## src/rtl/cmd_pkg.sv

```systemverilog
// constants, types and command codes of the recorder command handler
//
// What this block does
// - trigger character starts or stops per trigger configuration
// - trigger character without command triggering raises error
// - deferred commands wait for the execute command
// - immediate commands act right after parsing
// - buffer flush discards every held sample
// - buffer overrun reported as poll bit 128
// - channel clear stops readings until reconfigured
// - factory restore loads default working configuration
// - factory restore refused while acquisition configured
// - factory restore keeps calibration factors untouched
// - new keyword must be five decimal digits
// - calibration entry only on keyword match
// - keyword change only with protection disabled
// - source select: 01 negative, 02 positive, 03 ground
// - source select holds sequencer, no other switching
package cmd_pkg;

  // ****************************************************************
  // command codes from the parser
  // ****************************************************************
  typedef enum logic [3:0] {
    CMD_NONE      = 4'h0,
    CMD_TRIG      = 4'h1,
    CMD_FLUSH     = 4'h2,
    CMD_CLR_CHAN  = 4'h3,
    CMD_FACTORY   = 4'h4,
    CMD_KEYWORD   = 4'h5,
    CMD_CAL_SRC   = 4'h6,
    CMD_EXECUTE   = 4'h7,
    CMD_CAL_ENTER = 4'h8,
    CMD_CAL_EXIT  = 4'h9,
    CMD_CHAN_CFG  = 4'hA
  } cmd_code_e;

  typedef enum logic [0:0] {
    ACQ_IDLE = 1'b0,
    ACQ_RUN  = 1'b1
  } acq_state_e;

  // ****************************************************************
  // widths, fields and reset values
  // ****************************************************************
  localparam int unsigned KEY_DIGITS   = 5;
  localparam int unsigned KEY_W        = 4 * KEY_DIGITS;
  localparam int unsigned BUF_DEPTH    = 1024;
  localparam int unsigned BUF_CNT_W    = 11;
  localparam logic [KEY_W-1:0] KEY_RESET = 20'h00000;

  localparam logic [7:0] SRC_NEG_ARG = 8'h01;
  localparam logic [7:0] SRC_POS_ARG = 8'h02;
  localparam logic [7:0] SRC_GND_ARG = 8'h03;

  localparam int unsigned POLL_OVR_B   = 7;  // weight 128
  localparam int unsigned CAL_KW_ERR_B = 4;  // weight 16

  localparam int unsigned ERR_TRIG_B     = 0;
  localparam int unsigned ERR_CONFLICT_B = 1;
  localparam int unsigned ERR_KEY_FMT_B  = 2;
  localparam int unsigned ERR_PROTECT_B  = 3;
  localparam int unsigned ERR_SRC_ARG_B  = 4;

  // ****************************************************************
  // carriers
  // ****************************************************************
  typedef struct packed {
    logic             valid;
    cmd_code_e        code;
    logic [KEY_W-1:0] arg;
  } cmd_s;

  typedef struct packed {
    logic       trig_start_cmd;
    logic       trig_stop_cmd;
    logic [7:0] avg_weight;
    logic [7:0] user_term;
  } cfg_s;

  localparam cfg_s CFG_DEFAULT = '{1'b0, 1'b0, 8'h20, 8'h0A};

  typedef struct packed {
    logic src_neg;
    logic src_pos;
    logic src_gnd;
    logic seq_hold;
  } cal_src_s;

endpackage : cmd_pkg

```

## src/rtl/pin_sync.sv

```systemverilog
// two-flop synchroniser for a level from a pin
`timescale 1ns/100ps
module pin_sync
  import cmd_pkg::*;
(
  // clock and reset
  input  wire logic clk,
  input  wire logic rst_n,
  // level in and out
  input  wire logic pin_in,
  output logic      sync_out
);
  import cmd_pkg::*;

  typedef struct packed {
    logic meta;
    logic sync;
  } sync_st_s;

  sync_st_s st_r;
  sync_st_s st_nxt;

  always_comb begin
    st_nxt      = st_r;
    st_nxt.meta = pin_in;
    st_nxt.sync = st_r.meta;
  end

  always_ff @(posedge clk) begin
    if (!rst_n) begin
      st_r <= '0;
    end else begin
      st_r <= st_nxt;
    end
  end

  assign sync_out = st_r.sync;

endmodule : pin_sync

```

## src/rtl/key_store.sv

```systemverilog
// stored calibration keyword with format check and compare
`timescale 1ns/100ps
module key_store
  import cmd_pkg::*;
(
  // clock and reset
  input  wire logic             clk,
  input  wire logic             rst_n,
  // store and compare
  input  wire logic             store,
  input  wire logic [KEY_W-1:0] key_in,
  output logic                  fmt_ok,
  output logic                  match
);
  import cmd_pkg::*;

  typedef struct packed {
    logic [KEY_W-1:0] key;
  } key_st_s;

  key_st_s                 st_r;
  key_st_s                 st_nxt;
  logic [KEY_DIGITS-1:0]   digit_ok;

  // ****************************************************************
  // decimal digit check
  // ****************************************************************
  for (genvar d = 0; d < KEY_DIGITS; d++) begin : g_digit
    assign digit_ok[d] = (key_in[4*d +: 4] <= 4'h9);
  end

  assign fmt_ok = &digit_ok;
  assign match  = (key_in == st_r.key);

  always_comb begin
    st_nxt = st_r;
    if (store && fmt_ok) begin
      st_nxt.key = key_in;
    end
  end

  always_ff @(posedge clk) begin
    if (!rst_n) begin
      st_r <= '{KEY_RESET};
    end else begin
      st_r <= st_nxt;
    end
  end

endmodule : key_store

```

## src/rtl/cmd_handler.sv

```systemverilog
// command handler: deferred and immediate commands, buffer, calibration
`timescale 1ns/100ps
module cmd_handler
  import cmd_pkg::*;
(
  // clock and reset
  input  wire logic              clk,
  input  wire logic              rst_n,
  // parsed commands
  input  wire cmd_pkg::cmd_s     cmd_in,
  // working configuration writes and acquisition status
  input  wire logic              cfg_wr,
  input  wire cmd_pkg::cfg_s     cfg_in,
  input  wire logic              acq_configured,
  // acquisition buffer traffic
  input  wire logic              buf_wr,
  input  wire logic              buf_rd,
  // calibration protection switch pin, high while protected
  input  wire logic              cal_protect_pin,
  // error flag clear
  input  wire logic              err_clr,
  // acquisition and channel control
  output logic                   trig_start_p,
  output logic                   trig_stop_p,
  output logic                   acq_running,
  output logic                   chan_configured,
  output logic                   high_low_last_values_en,
  output logic                   buf_flush_p,
  output logic [BUF_CNT_W-1:0]   buf_count,
  output logic [7:0]             poll_byte,
  // configuration
  output cmd_pkg::cfg_s          cfg_out,
  // calibration
  output logic                   cal_mode,
  output logic [7:0]             cal_status,
  output cmd_pkg::cal_src_s      cal_src,
  // errors
  output logic [7:0]             err_flags
);
  import cmd_pkg::*;

  typedef struct packed {
    acq_state_e           acq;
    logic                 pend_trig;
    logic                 pend_clr;
    logic                 start_p;
    logic                 stop_p;
    logic                 chan_cfg;
    logic                 flush_p;
    logic [BUF_CNT_W-1:0] count;
    logic                 overrun;
    logic [7:0]           poll;
    cfg_s                 cfg;
    logic                 cal_mode;
    logic [7:0]           cal_stat;
    cal_src_s             src;
    logic [7:0]           err;
  } hdl_st_s;

  hdl_st_s st_r;
  hdl_st_s st_nxt;
  logic    protect_on;
  logic    key_fmt_ok;
  logic    key_match;
  logic    is_cmd;
  logic    exec;
  logic    key_store_en;

  // ****************************************************************
  // helpers
  // ****************************************************************
  pin_sync u_prot_sync (
    .clk      (clk),
    .rst_n    (rst_n),
    .pin_in   (cal_protect_pin),
    .sync_out (protect_on)
  );

  assign is_cmd       = cmd_in.valid;
  assign exec         = is_cmd && (cmd_in.code == CMD_EXECUTE);
  assign key_store_en = is_cmd && (cmd_in.code == CMD_KEYWORD) && !protect_on;

  key_store u_key (
    .clk    (clk),
    .rst_n  (rst_n),
    .store  (key_store_en),
    .key_in (cmd_in.arg),
    .fmt_ok (key_fmt_ok),
    .match  (key_match)
  );

  // ****************************************************************
  // next state
  // ****************************************************************
  always_comb begin
    st_nxt         = st_r;
    st_nxt.start_p = 1'b0;
    st_nxt.stop_p  = 1'b0;
    st_nxt.flush_p = 1'b0;
    // errors clear first so a same-cycle event still sets
    if (err_clr) begin
      st_nxt.err = '0;
    end
    if (cfg_wr) begin
      st_nxt.cfg = cfg_in;
    end
    // buffer occupancy; overrun on write into a full buffer
    if (buf_wr && !buf_rd) begin
      if (st_r.count == BUF_CNT_W'(BUF_DEPTH)) begin
        st_nxt.overrun = 1'b1;
      end else begin
        st_nxt.count = st_r.count + 1'b1;
      end
    end else if (buf_rd && !buf_wr && (st_r.count != '0)) begin
      st_nxt.count = st_r.count - 1'b1;
    end
    // unconfigured channels write nothing, so no overrun either
    if (!st_r.chan_cfg) begin
      st_nxt.count   = st_r.count;
      st_nxt.overrun = st_r.overrun;
    end
    if (is_cmd) begin
      case (cmd_in.code)
        CMD_TRIG: begin
          if (st_r.cfg.trig_start_cmd || st_r.cfg.trig_stop_cmd) begin
            st_nxt.pend_trig = 1'b1;
          end else begin
            st_nxt.err[ERR_TRIG_B] = 1'b1;
          end
        end
        CMD_CLR_CHAN: begin
          st_nxt.pend_clr = 1'b1;
        end
        CMD_CHAN_CFG: begin
          st_nxt.chan_cfg = 1'b1;
        end
        CMD_FLUSH: begin
          st_nxt.count   = '0;
          st_nxt.overrun = 1'b0;
          st_nxt.flush_p = 1'b1;
        end
        CMD_FACTORY: begin
          if (acq_configured) begin
            st_nxt.err[ERR_CONFLICT_B] = 1'b1;
          end else begin
            // calibration factors live elsewhere and are not touched
            st_nxt.cfg = CFG_DEFAULT;
          end
        end
        CMD_KEYWORD: begin
          if (protect_on) begin
            st_nxt.err[ERR_PROTECT_B] = 1'b1;
          end else if (!key_fmt_ok) begin
            st_nxt.err[ERR_KEY_FMT_B] = 1'b1;
          end
        end
        CMD_CAL_ENTER: begin
          if (key_match) begin
            st_nxt.cal_mode = 1'b1;
          end else begin
            st_nxt.cal_stat[CAL_KW_ERR_B] = 1'b1;
          end
        end
        CMD_CAL_EXIT: begin
          st_nxt.cal_mode = 1'b0;
          st_nxt.cal_stat = '0;
          st_nxt.src      = '0;
        end
        CMD_CAL_SRC: begin
          // sequencer just sits; no address, sensor or relay activity
          case (cmd_in.arg[7:0])
            SRC_NEG_ARG: st_nxt.src = '{1'b1, 1'b0, 1'b0, 1'b1};
            SRC_POS_ARG: st_nxt.src = '{1'b0, 1'b1, 1'b0, 1'b1};
            SRC_GND_ARG: st_nxt.src = '{1'b0, 1'b0, 1'b1, 1'b1};
            default: st_nxt.err[ERR_SRC_ARG_B] = 1'b1;
          endcase
        end
        CMD_EXECUTE: begin
          st_nxt.pend_trig = 1'b0;
          st_nxt.pend_clr  = 1'b0;
          if (st_r.pend_clr) begin
            st_nxt.chan_cfg = 1'b0;
          end
          if (st_r.pend_trig) begin
            case (st_r.acq)
              ACQ_IDLE: begin
                if (st_r.cfg.trig_start_cmd) begin
                  st_nxt.acq     = ACQ_RUN;
                  st_nxt.start_p = 1'b1;
                end
              end
              ACQ_RUN: begin
                if (st_r.cfg.trig_stop_cmd) begin
                  st_nxt.acq    = ACQ_IDLE;
                  st_nxt.stop_p = 1'b1;
                end
              end
              default: st_nxt.acq = ACQ_IDLE;
            endcase
          end
        end
        default: ;
      endcase
    end
    st_nxt.poll             = 8'h00;
    st_nxt.poll[POLL_OVR_B] = st_nxt.overrun;
  end

  always_ff @(posedge clk) begin
    if (!rst_n) begin
      st_r          <= '0;
      st_r.acq      <= ACQ_IDLE;
      st_r.cfg      <= CFG_DEFAULT;
    end else begin
      st_r <= st_nxt;
    end
  end

  // ****************************************************************
  // outputs
  // ****************************************************************
  assign trig_start_p            = st_r.start_p;
  assign trig_stop_p             = st_r.stop_p;
  assign acq_running             = (st_r.acq == ACQ_RUN);
  assign chan_configured         = st_r.chan_cfg;
  assign high_low_last_values_en = st_r.chan_cfg;
  assign buf_flush_p             = st_r.flush_p;
  assign buf_count               = st_r.count;
  assign poll_byte               = st_r.poll;
  assign cfg_out                 = st_r.cfg;
  assign cal_mode                = st_r.cal_mode;
  assign cal_status              = st_r.cal_stat;
  assign cal_src                 = st_r.src;
  assign err_flags               = st_r.err;
endmodule : cmd_handler

```

## config.mk

```make
export PLATFORM = sky130hd
export DESIGN_NAME = cmd_handler
export DESIGN_NICKNAME = d
export VERILOG_FILES = /design/src/rtl/cmd_pkg.sv /design/src/rtl/pin_sync.sv /design/src/rtl/key_store.sv /design/src/rtl/cmd_handler.sv
export SDC_FILE = /design/constraint.sdc
export NUM_CORES = 1
export LEC_CHECK = 0
export BUFFER_PORTS_ARGS = -buffer_cell sky130_fd_sc_hd__buf_2
export CAP_MARGIN = 25
export CORE_ASPECT_RATIO = 1.4
export CORE_UTILIZATION = 52
export DETAILED_ROUTE_END_ITERATION = 8
export PLACE_DENSITY = 0.8
export REMOVE_ABC_BUFFERS = 1
export SKIP_CTS_REPAIR_TIMING = 1
export SYNTH_ARGS = -nofsm -noshare
export SYNTH_HDL_FRONTEND = slang
export SYNTH_HIERARCHICAL = 1
export SYNTH_SLANG_ARGS = --single-unit
```

## constraint.sdc

```tcl
create_clock -name clk -period 3.18 [get_ports clk]
set_input_delay 0 -clock clk [delete_from_list [all_inputs] [get_ports clk]]
set_output_delay 0 -clock clk [all_outputs]
set_load 0.03 [all_outputs]
```

# Word level (Yosys, flattened, before mapping)
# Cells that the tools add are included.
# W data, S select, Z words.
[word_totals]
output_inout_bits = 64
word_cells = 123
input_bits = 51
register_bits = 77
[classes]
order_cmp = 5
n_bitwise = 5
mux = 39
reduce_logical = 28
add_sub_neg = 2
eq_ne = 20
[ops]
columns = ["operator", "n"]
rows = [
  ["$mux W18", 3],
  ["$mux W11", 3],
  ["$mux W31", 1],
  ["$mux W12", 2],
  ["$eq A20 B20 Y1", 1],
  ["$le A4 B4 Y1 const B", 5],
  ["$mux W1", 18],
  ["$reduce_and A3 Y1", 6],
  ["$eq A4 B3 Y1 const B", 4],
  ["$eq A8 B2 Y1 const B", 2],
  ["$mux W13", 1],
  ["$eq A4 B4 Y1 const B", 3],
  ["$pmux W1 S2", 6],
  ["$pmux W4 S3", 1],
  ["$add A11 B1 Y11 const B", 1],
  ["$eq A11 B11 Y1 const B", 1],
  ["$reduce_bool A11 Y1", 1],
  ["$sub A11 B1 Y11 const B", 1],
  ["$mux W5", 2],
  ["$reduce_and A5 Y1", 2],
  ["$reduce_bool A2 Y1", 5],
  ["$eq A4 B2 Y1 const B", 2],
  ["$eq A8 B1 Y1 const B", 1],
  ["$ne A2 B2 Y1 const B", 4],
  ["other kinds (11)", 23],
]

# Depth between registers and ports, before layout
# Gate-level depths: netlist of run 1.
[logic_depth]
depth_word = 8
mapped_depth = 8
ltp_nobuf = 7

# Cells and area by module
# The synthesis of run 1 kept the hierarchy.
[by_module_without_submodules]
columns = ["mod", "area_each_um2", "n_inst", "cells_each", "seq_area_each_um2"]
rows = [
  ["cmd_handler", 2723.9, 1, 328, 960.9],
  ["key_store", 1058.5, 1, 121, 400.4],
  ["pin_sync", 52.6, 1, 4, 40.0],
]

# Worst setup path after synthesis of run 1
# No wires, ideal clock.
[synth_path]
path_type = "reg2reg"
from = "reg st_r, in the netlist buf_count[4]"
to = "reg st_r, in the netlist buf_count[3]"
t_required_ns = 3.052
setup_slack_ns = 0.987
setup_time_ns = 0.128
stages_incl_launch_ff = 8
synth_period_minus_slack_ns = 2.193
path_buffers = 2
arrival_time_ns = 2.066
cell_sequence = "dfxtp_1 or4_1 buf_2 or4b_4 buf_6 a41oi_1 xor2_1 nor2_1"
[synth_via]
elab_chain_cells = 7
word_cells_on_any_way = 9
cone_classes = "1 x eq/ne; 6 x mux; 2 x reduce/logical"
[synth_lines]
columns = ["element", "line_no", "rtl"]
rows = [
  ["start: declaration", "cmd_handler.sv:60", "hdl_st_s st_r;"],
  ["start signal: assignment", "cmd_handler.sv:215", "st_r <= st_nxt;"],
  ["$reduce_bool A11 Y1", "cmd_handler.sv:114", "end else if (buf_rd && !buf_wr && (st_r.count != '0)) begin"],
  ["$logic_and A1 B1 Y1", "cmd_handler.sv:114", ""],
  ["$mux W11", "cmd_handler.sv:114", ""],
  ["$mux W11 *", "cmd_handler.sv:108", "if (buf_wr && !buf_rd) begin"],
  ["$mux W12 *", "cmd_handler.sv:118", "if (!st_r.chan_cfg) begin"],
  ["$mux W13", "cmd_handler.sv:123", "case (cmd_in.code)"],
  ["$mux W12 *", "cmd_handler.sv:122", "if (is_cmd) begin"],
]
# Mark *: on every way between the ends. The rest lies on a longest branch, timed or not.
# A chain may end at the register's enable or synchronous reset.

# Final worst setup path of run 1
# Same ends and word-level chain as after synthesis.

==> key figures, run 1 <==
Route
  • DRT antenna net count: 0
  • DRC Markers: 0
  • DRT Wirelength: 9458 um
  • Violation count after the first detailed-route iteration: 179
  • Vias: 3399
  • DR vias/cell: 5.245
  • Drt pass-1 iters: 4
  • WL/cell: 14.60 um

GRT
  • Initial antenna violation count: 0
  • GRT overflow: 0
  • Largest net degree at the start of global routing: 57
  • Total GRT Usage: 22.44%
  • Vias in the first global route: 3030
  • First-pass GRT wire length: 13760 um

Timing
  • Unrepaired setup endpoints after global routing: false
  • PnR worst setup slack: 0.9126 ns
  • Setup TNS: 0 ns
  • Slew Limit Fails: 0
  • Slew @ Worst Pin: 0.7118 ns
  • Max Clock Skew: 0.006075 ns
  • Post-layout minimum cycle time: 2.267 ns
  • Fmax: 0.4410 GHz
  • Worst Hold Slack: -0.008452 ns
  • Max_slew headroom: 52.11%
  • Hold Vio Cnt, Final: 1
  • Finish-stage setup viols: 0
  • Tcrit/Tclk final: 71.30%

Logic synthesis
  • EDFF count, synth: 0
  • Synth cell types: 52
  • Mean area per synthesized cell: 8.466 um^2
  • Synth top area cells: dfxtp_1 37%, buf_4 11%, mux2i_1 9.1%, nand2_1 5.2%, nor2_1 4.3%
  • Post-Syn Instances: 453
  • Async SR Flop Fraction: 0%
  • Synth warnings: 6
  • Post-synthesis mux area share: 9.135%
  • Main combinational cell family by area after synthesis: simple AND/OR/NAND/NOR gates
  • Synth area leader: dfxtp_1
  • Synth Area in Simple Gates: 23.39%
  • Synth Area in Compound Gates: 9.103%
  • Seq cells post-synth: 70
  • Post-Synth XOR/XNOR Area: 5.938%
  • Synth top cells by count: 70 x dfxtp_1, 58 x buf_4, 53 x nand2_1
  • Post-Synth Adder-Cell Area: 0.9788%
  • Most frequent cell after synthesis: dfxtp_1
  • Seq/Total Area, Yosys: 36.54%
  • Synth Flop Type: dfxtp_1
  • Post-synth top area share: 36.54%
  • Mapped Area: 3835 um^2

Die
  • # rows: 36
  • Die ar.: 7727 um^2
  • Io pins: 115
  • Starting density of the core: 54.58%
  • Core Area: 7027 um^2
  • Die Width: 74.58 um
  • Die Y: 103.6 um

Final layout
  • Share of cells above drive strength 1: 22.24%
  • Net count reported at finish: 602
  • Final Util: 66.08%
  • # diodes: 0
  • P&R area growth vs syn: 21.08%
  • Fill count: 572

Clock network
  • Total CTS buffers: 9
  • CTS Buffer Depth: 2
  • CTS tree: done
  • CTS Sinks: 70
  • CTS H-tree lvls: 3
  • Clk_lat worst skew: 0.34 ns
  • Clock root buffer: clkbuf_8
  • Clock-pin slew on the worst setup and hold paths: 0.08 ns

Power and ir drop
  • Pwr Density: 413.1 nW/um^2
  • Leakage: 2.008 nW
  • Worst VDD drop: 0.0003236 V

Setup path
  • Worst Setup End Kind: register
  • Data arrival, critical path: 2.51 ns
  • WP data required: 3.42 ns
  • WS Path Type: register to register
  • Startpoint Class: register
  • Max Fanout on Critical Path: 9

Placed design
  • IO buf count: 97
  • Placed wire-length estimate: 6125 um
  • GP Congestion: 0.8718
  • Pre-CTS WS: 0.9261 ns

Status
  • Status: finished with violations
  • Failing checks: hold timing

Run
  • Maxcap violations: 0

Worst hold path
  • HP Class: input port to register
## cells by family (layout without fill, tap and decap cells)
family,Yosys count,count (layout)
other,1,17
adder cells (fa/ha/maj),3,3
AO/OA/AOI/OAI,51,51
multiplexers,35,35
XOR/XNOR,26,26
AND/OR/NAND/NOR,180,180
buffers and inverters,87,171
flip-flops,70,70
## through the flow
stage	cell area [um^2]	cells	total power [mW]
6_report	4643	648	1.918
3_5_place_dp	4016	590	1.149
4_1_cts	4223	606	1.892
2_1_floorplan	3368	393	1.051
3_3_place_gp	4016	590	1.142
5_1_grt	4643	648	1.996
## sequential cells by signal, indices dropped and copies added (netlist names)
signal                cells
cal_src                   4
cal_status                1
u_prot_sync/sync_out      1
buf_count                11
err_flags                 5
u_prot_sync/st_nxt        1
trig_start_p              1
cal_mode                  1
acq_running               1
poll_byte                 1
trig_stop_p               1
buf_flush_p               1
cfg_out                  18
chan_configured           1
u_key/st_r               20
st_r                      2
## cell type report
class                      instances  area, um^2  share of cell area [%]
timing repair buffer             144       943.4                   20.32
inverter                          11       41.29                  0.8892
clock inverter                     6       68.82                   1.482
multi-input combinational        312        1932                   41.61
tap                               95       118.9                   2.560
sequential                        70        1401                   30.18
clock buffer                      10       137.6                   2.964
## cell usage in the layout (no fill, tap or decap), types with 11 or more instances in the layout
| cell | instances |
|---|---|
| dfxtp_1 | 70 |
| nor4_1 | 14 |
| nand2_1 | 53 |
| conb_1 | 17 |
| nor2_1 | 44 |
| nor2b_1 | 11 |
| dlygate4sd3_1 | 42 |
| buf_2 | 97 |
| inv_1 | 11 |
| mux2i_1 | 35 |
| a21oi_1 | 12 |
| xor2_1 | 16 |
## where the power goes
group	internal (mW)	total (mW)	switching, mW
clock network	0.388	0.743	0.355
logic	0.108	0.271	0.163
registers	0.894	0.905	0.0109
total	1.39	1.92	0.529
## critical path: stages, from the launching register on
cell	delay (ns)
dfxtp_1	0.39
or4_1	0.66
or4b_4	0.64
a41oi_1	0.26
xor2_1	0.17
nor2_1	0.05
## worst paths after layout
check                     from               to  slack, ns  cells after the start
setup / recovery  buf_count[4]     buf_count[3]       0.91                      5
hold / removal      cmd_in[21]       cal_src[3]     -0.008                      3
setup reg to reg  buf_count[4]     buf_count[3]       0.91                      5
hold reg to reg       st_r[63]  chan_configured       0.43                      1
## layer usage
metal,GRT usage [%],share of wire [%],up-vias
li1,-,-,1670
met4,8.895,2.5,0
met5,0,0,-
met1,24.97,38,1607
met2,39.12,55,102
met3,5.934,4.8,20
Power figures use the tool's default switching activity.
==> run 2: changes to the inputs <==
--- a/config.mk
+++ b/config.mk
@@ -8,9 +8,9 @@
 export BUFFER_PORTS_ARGS = -buffer_cell sky130_fd_sc_hd__buf_2
 export CAP_MARGIN = 25
 export CORE_ASPECT_RATIO = 1.4
-export CORE_UTILIZATION = 52
+export CORE_UTILIZATION = 47
 export DETAILED_ROUTE_END_ITERATION = 8
-export PLACE_DENSITY = 0.8
+export PLACE_DENSITY = 0.77
 export REMOVE_ABC_BUFFERS = 1
 export SKIP_CTS_REPAIR_TIMING = 1
 export SYNTH_ARGS = -nofsm -noshare
==> constraint.sdc (replaced) <==
create_clock -name clk -period 2 [get_ports clk]
set_input_delay 0 -clock clk [delete_from_list [all_inputs] [get_ports clk]]
set_output_delay 0 -clock clk [all_outputs]
set_load 0.03 [all_outputs]
==> run 2 against run 1 <==
Against the previous run:
- the run ends with hold timing, setup timing left
- clock skew is 0.0025 ns higher
- power is 60% higher
- sequential power is 59% higher
- global-route usage is 1.5 points lower
- first-iteration DRC count is 8.4% higher
- cell area is 4.0% higher
- worst setup slack worse by 0.97 ns
- critical endpoint is now buf_count[4]
- largest power group unchanged
- highest routed layer unchanged
==> key figures, run 2 (synthesized netlist as in run 1, its figures left out) <==
Placed design
  • Pre-CTS WS: -0.08728 ns (-1.013 ns)
  • GP Congestion: 0.9285 (+6.5%)
  • Post-Place Cells: 611 (+3.6%)
  • IO buf count: 97 (unchanged)
  • Placed wire-length estimate: 6458 um (+5.4%)

Final layout
  • Max FFs per register: 20 (unchanged)
  • FF/Latch Area: 1403 um^2 (about the same)
  • Most frequent cells in the layout: 97 x buf_2, 69 x dfxtp_1, 53 x nand2_1, 44 x nor2_1, 41 x dlygate4sd3_1
  • Largest reg by FF count: u_key/st_r
  • Share of cells above drive strength 1: 26.01% (+3.8 points)
  • Net count reported at finish: 618 (+2.7%)
  • Non-filler instance count after layout: 669 (+3.2%)
  • Area of the multi-input gates: 1988 um^2 (+2.9%)
  • P&R area growth vs syn: 25.97%
  • Commonest non-fill, non-tap cell in the layout: buf_2
  • Fill count: 683 (+19%)
  • # diodes: 0 (unchanged)

Route
  • DRT antenna net count: 0 (unchanged)
  • Violation count after the first detailed-route iteration: 194 (+8.4%)
  • DR vias/cell: 5.149 (-1.8%)
  • DRC Markers: 0 (unchanged)
  • DRT Wirelength: 9606 um (+1.6%)
  • WL/cell: 14.36 um (-1.6%)
  • Drt pass-1 iters: 4 (unchanged)
  • Vias: 3445 (+1.4%)

Power and ir drop
  • Gate power share: 14.0% (about the same)
  • Leakage: 2.101 nW (+4.6%)
  • Sequential share of power: 46.9% (-0.3 points)
  • Pwr Density: 634.8 nW/um^2 (+54%)
  • Sw Pwr: 0.8282 mW (+57%)
  • Worst VDD drop: 0.0004919 V (+52%)
  • Clk pwr share: 39.1% (+0.4 points)
  • Int Pwr: 2.239 mW (+61%)
  • Pwr Total: 3.067 mW (+60%)
  • Sw Ratio: 27.01% (-0.57 points)

Clock network
  • CTS Buffer Depth: 2 (unchanged)
  • Clk_lat worst skew: 0.35 ns (about the same)
  • Clock root buffer: clkbuf_8
  • CTS Sinks: 70 (unchanged)
  • Clock-pin slew on the worst setup and hold paths: 0.07 ns (about the same)
  • CTS tree: done
  • CTS H-tree lvls: 3 (unchanged)
  • Total CTS buffers: 9 (unchanged)

Timing
  • Max Clock Skew: 0.008590 ns (+0.002515 ns)
  • Finish-stage setup viols: 4 (+4)
  • Post-layout minimum cycle time: 2.058 ns (-0.2096 ns)
  • Tcrit/Tclk final: 102.9% (+32 points)
  • Hold Vio Cnt, Final: 1 (unchanged)
  • Worst Hold Slack: -0.008430 ns (+0.00002228 ns)
  • Unrepaired setup endpoints after global routing: true
  • Setup TNS: -0.1521 ns (-0.1521 ns)
  • Fmax: 0.4860 GHz (+10%)
  • Slew @ Worst Pin: 0.6333 ns (-0.07855 ns)
  • Slew Limit Fails: 0 (unchanged)
  • PnR worst setup slack: -0.05776 ns (-0.9704 ns)
  • Max_slew headroom: 57.39% (+5.3 points)

Die
  • Die Y: 108.9 um (+5.1%)
  • Io pins: 115 (unchanged)
  • Die ar.: 8530 um^2 (+10%)
  • # rows: 38 (+5.6%)
  • Die Width: 78.34 um (+5.0%)
  • Core Area: 7845 um^2 (+12%)
  • Starting density of the core: 48.88% (-5.7 points)

Setup path
  • Crit path cell chain: or4_4, or4b_4, a31oi_2, xor2_1, nor2_1
  • Startpoint Class: register
  • Worst Setup End Kind: register
  • Data arrival, critical path: 2.29 ns (-0.22 ns)
  • Worst path top cell family by delay: simple AND/OR/NAND/NOR gates
  • CP max-delay cell: or4b_4
  • CP max stage delay: 0.62 ns (-0.04 ns)
  • Flop-to-flop setup slack: -0.06 ns (-0.97 ns)
  • WP data required: 2.23 ns (-1.19 ns)
  • Max Fanout on Critical Path: 5 (-4)
  • Worst Path Buf+Inv: 0 (unchanged)
  • WS Path Type: register to register

GRT
  • First-pass GRT wire length: 13940 um (+1.4%)
  • Total GRT Usage: 20.96% (-1.5 points)
  • GRT overflow: 0 (unchanged)
  • Initial antenna violation count: 0 (unchanged)
  • Largest net degree at the start of global routing: 47 (-18%)
  • Vias in the first global route: 3062 (+1.1%)

Worst hold path
  • HP Class: input port to register

Run
  • Maxcap violations: 0 (unchanged)

Status
  • Status: finished with violations
  • Failing checks: hold timing, setup timing
[run 2: final timing paths]
path | start | endpoint | depth (start not counted)
hold / removal | cmd_in[21] | cal_src[3] | 3
setup / recovery | buf_count[7] | buf_count[4] | 5
setup reg to reg | buf_count[7] | buf_count[4] | 5
hold reg to reg | u_prot_sync/st_nxt[0] | u_prot_sync/sync_out | 1
[run 2: cell type report]
type                            count  area share [%]
Multi-Input combinational cell    313           41.16
Clock buffer                       11           3.134
Tap cell                          100           2.590
Inverter                           11          0.8547
Sequential cell                    70           29.03
Clock inverter                      5           1.166
Timing Repair Buffer              159           22.07
[run 2: stage by stage]
step | util, % | instance area [um^2]
6_report | 61.58 | 4831
5_1_grt | 61.58 | 4831
4_1_cts | 55.61 | 4363
3_5_place_dp | 52.97 | 4155
3_3_place_gp | 52.97 | 4155
2_1_floorplan | - | 3368
[run 2: power groups by stage]
stage          Combinational (mW)  Clock, mW  Sequential [mW]
2_1_floorplan               0.151          0             1.52
3_3_place_gp                0.352          0             1.47
3_5_place_dp                0.359          0             1.47
4_1_cts                     0.360       1.24             1.44
5_1_grt                     0.464       1.29             1.44
6_report                    0.430       1.20             1.44
[run 2: layer usage]
metal  vias up  global-route usage, %  routed length [um]
met5         -                      0                   0
met2       109                  37.34                5167
met3        28                  5.105                 500
li1       1703                      -                   -
met1      1605                  22.62                3609
met4         0                  11.64                 329
[run 2: worst min-delay path: cells and delay by family]
family	cells	cell delay, ns
buffers and inverters	1	0.13
AND/OR/NAND/NOR	1	0.07
AO/OA/AOI/OAI	1	0.08
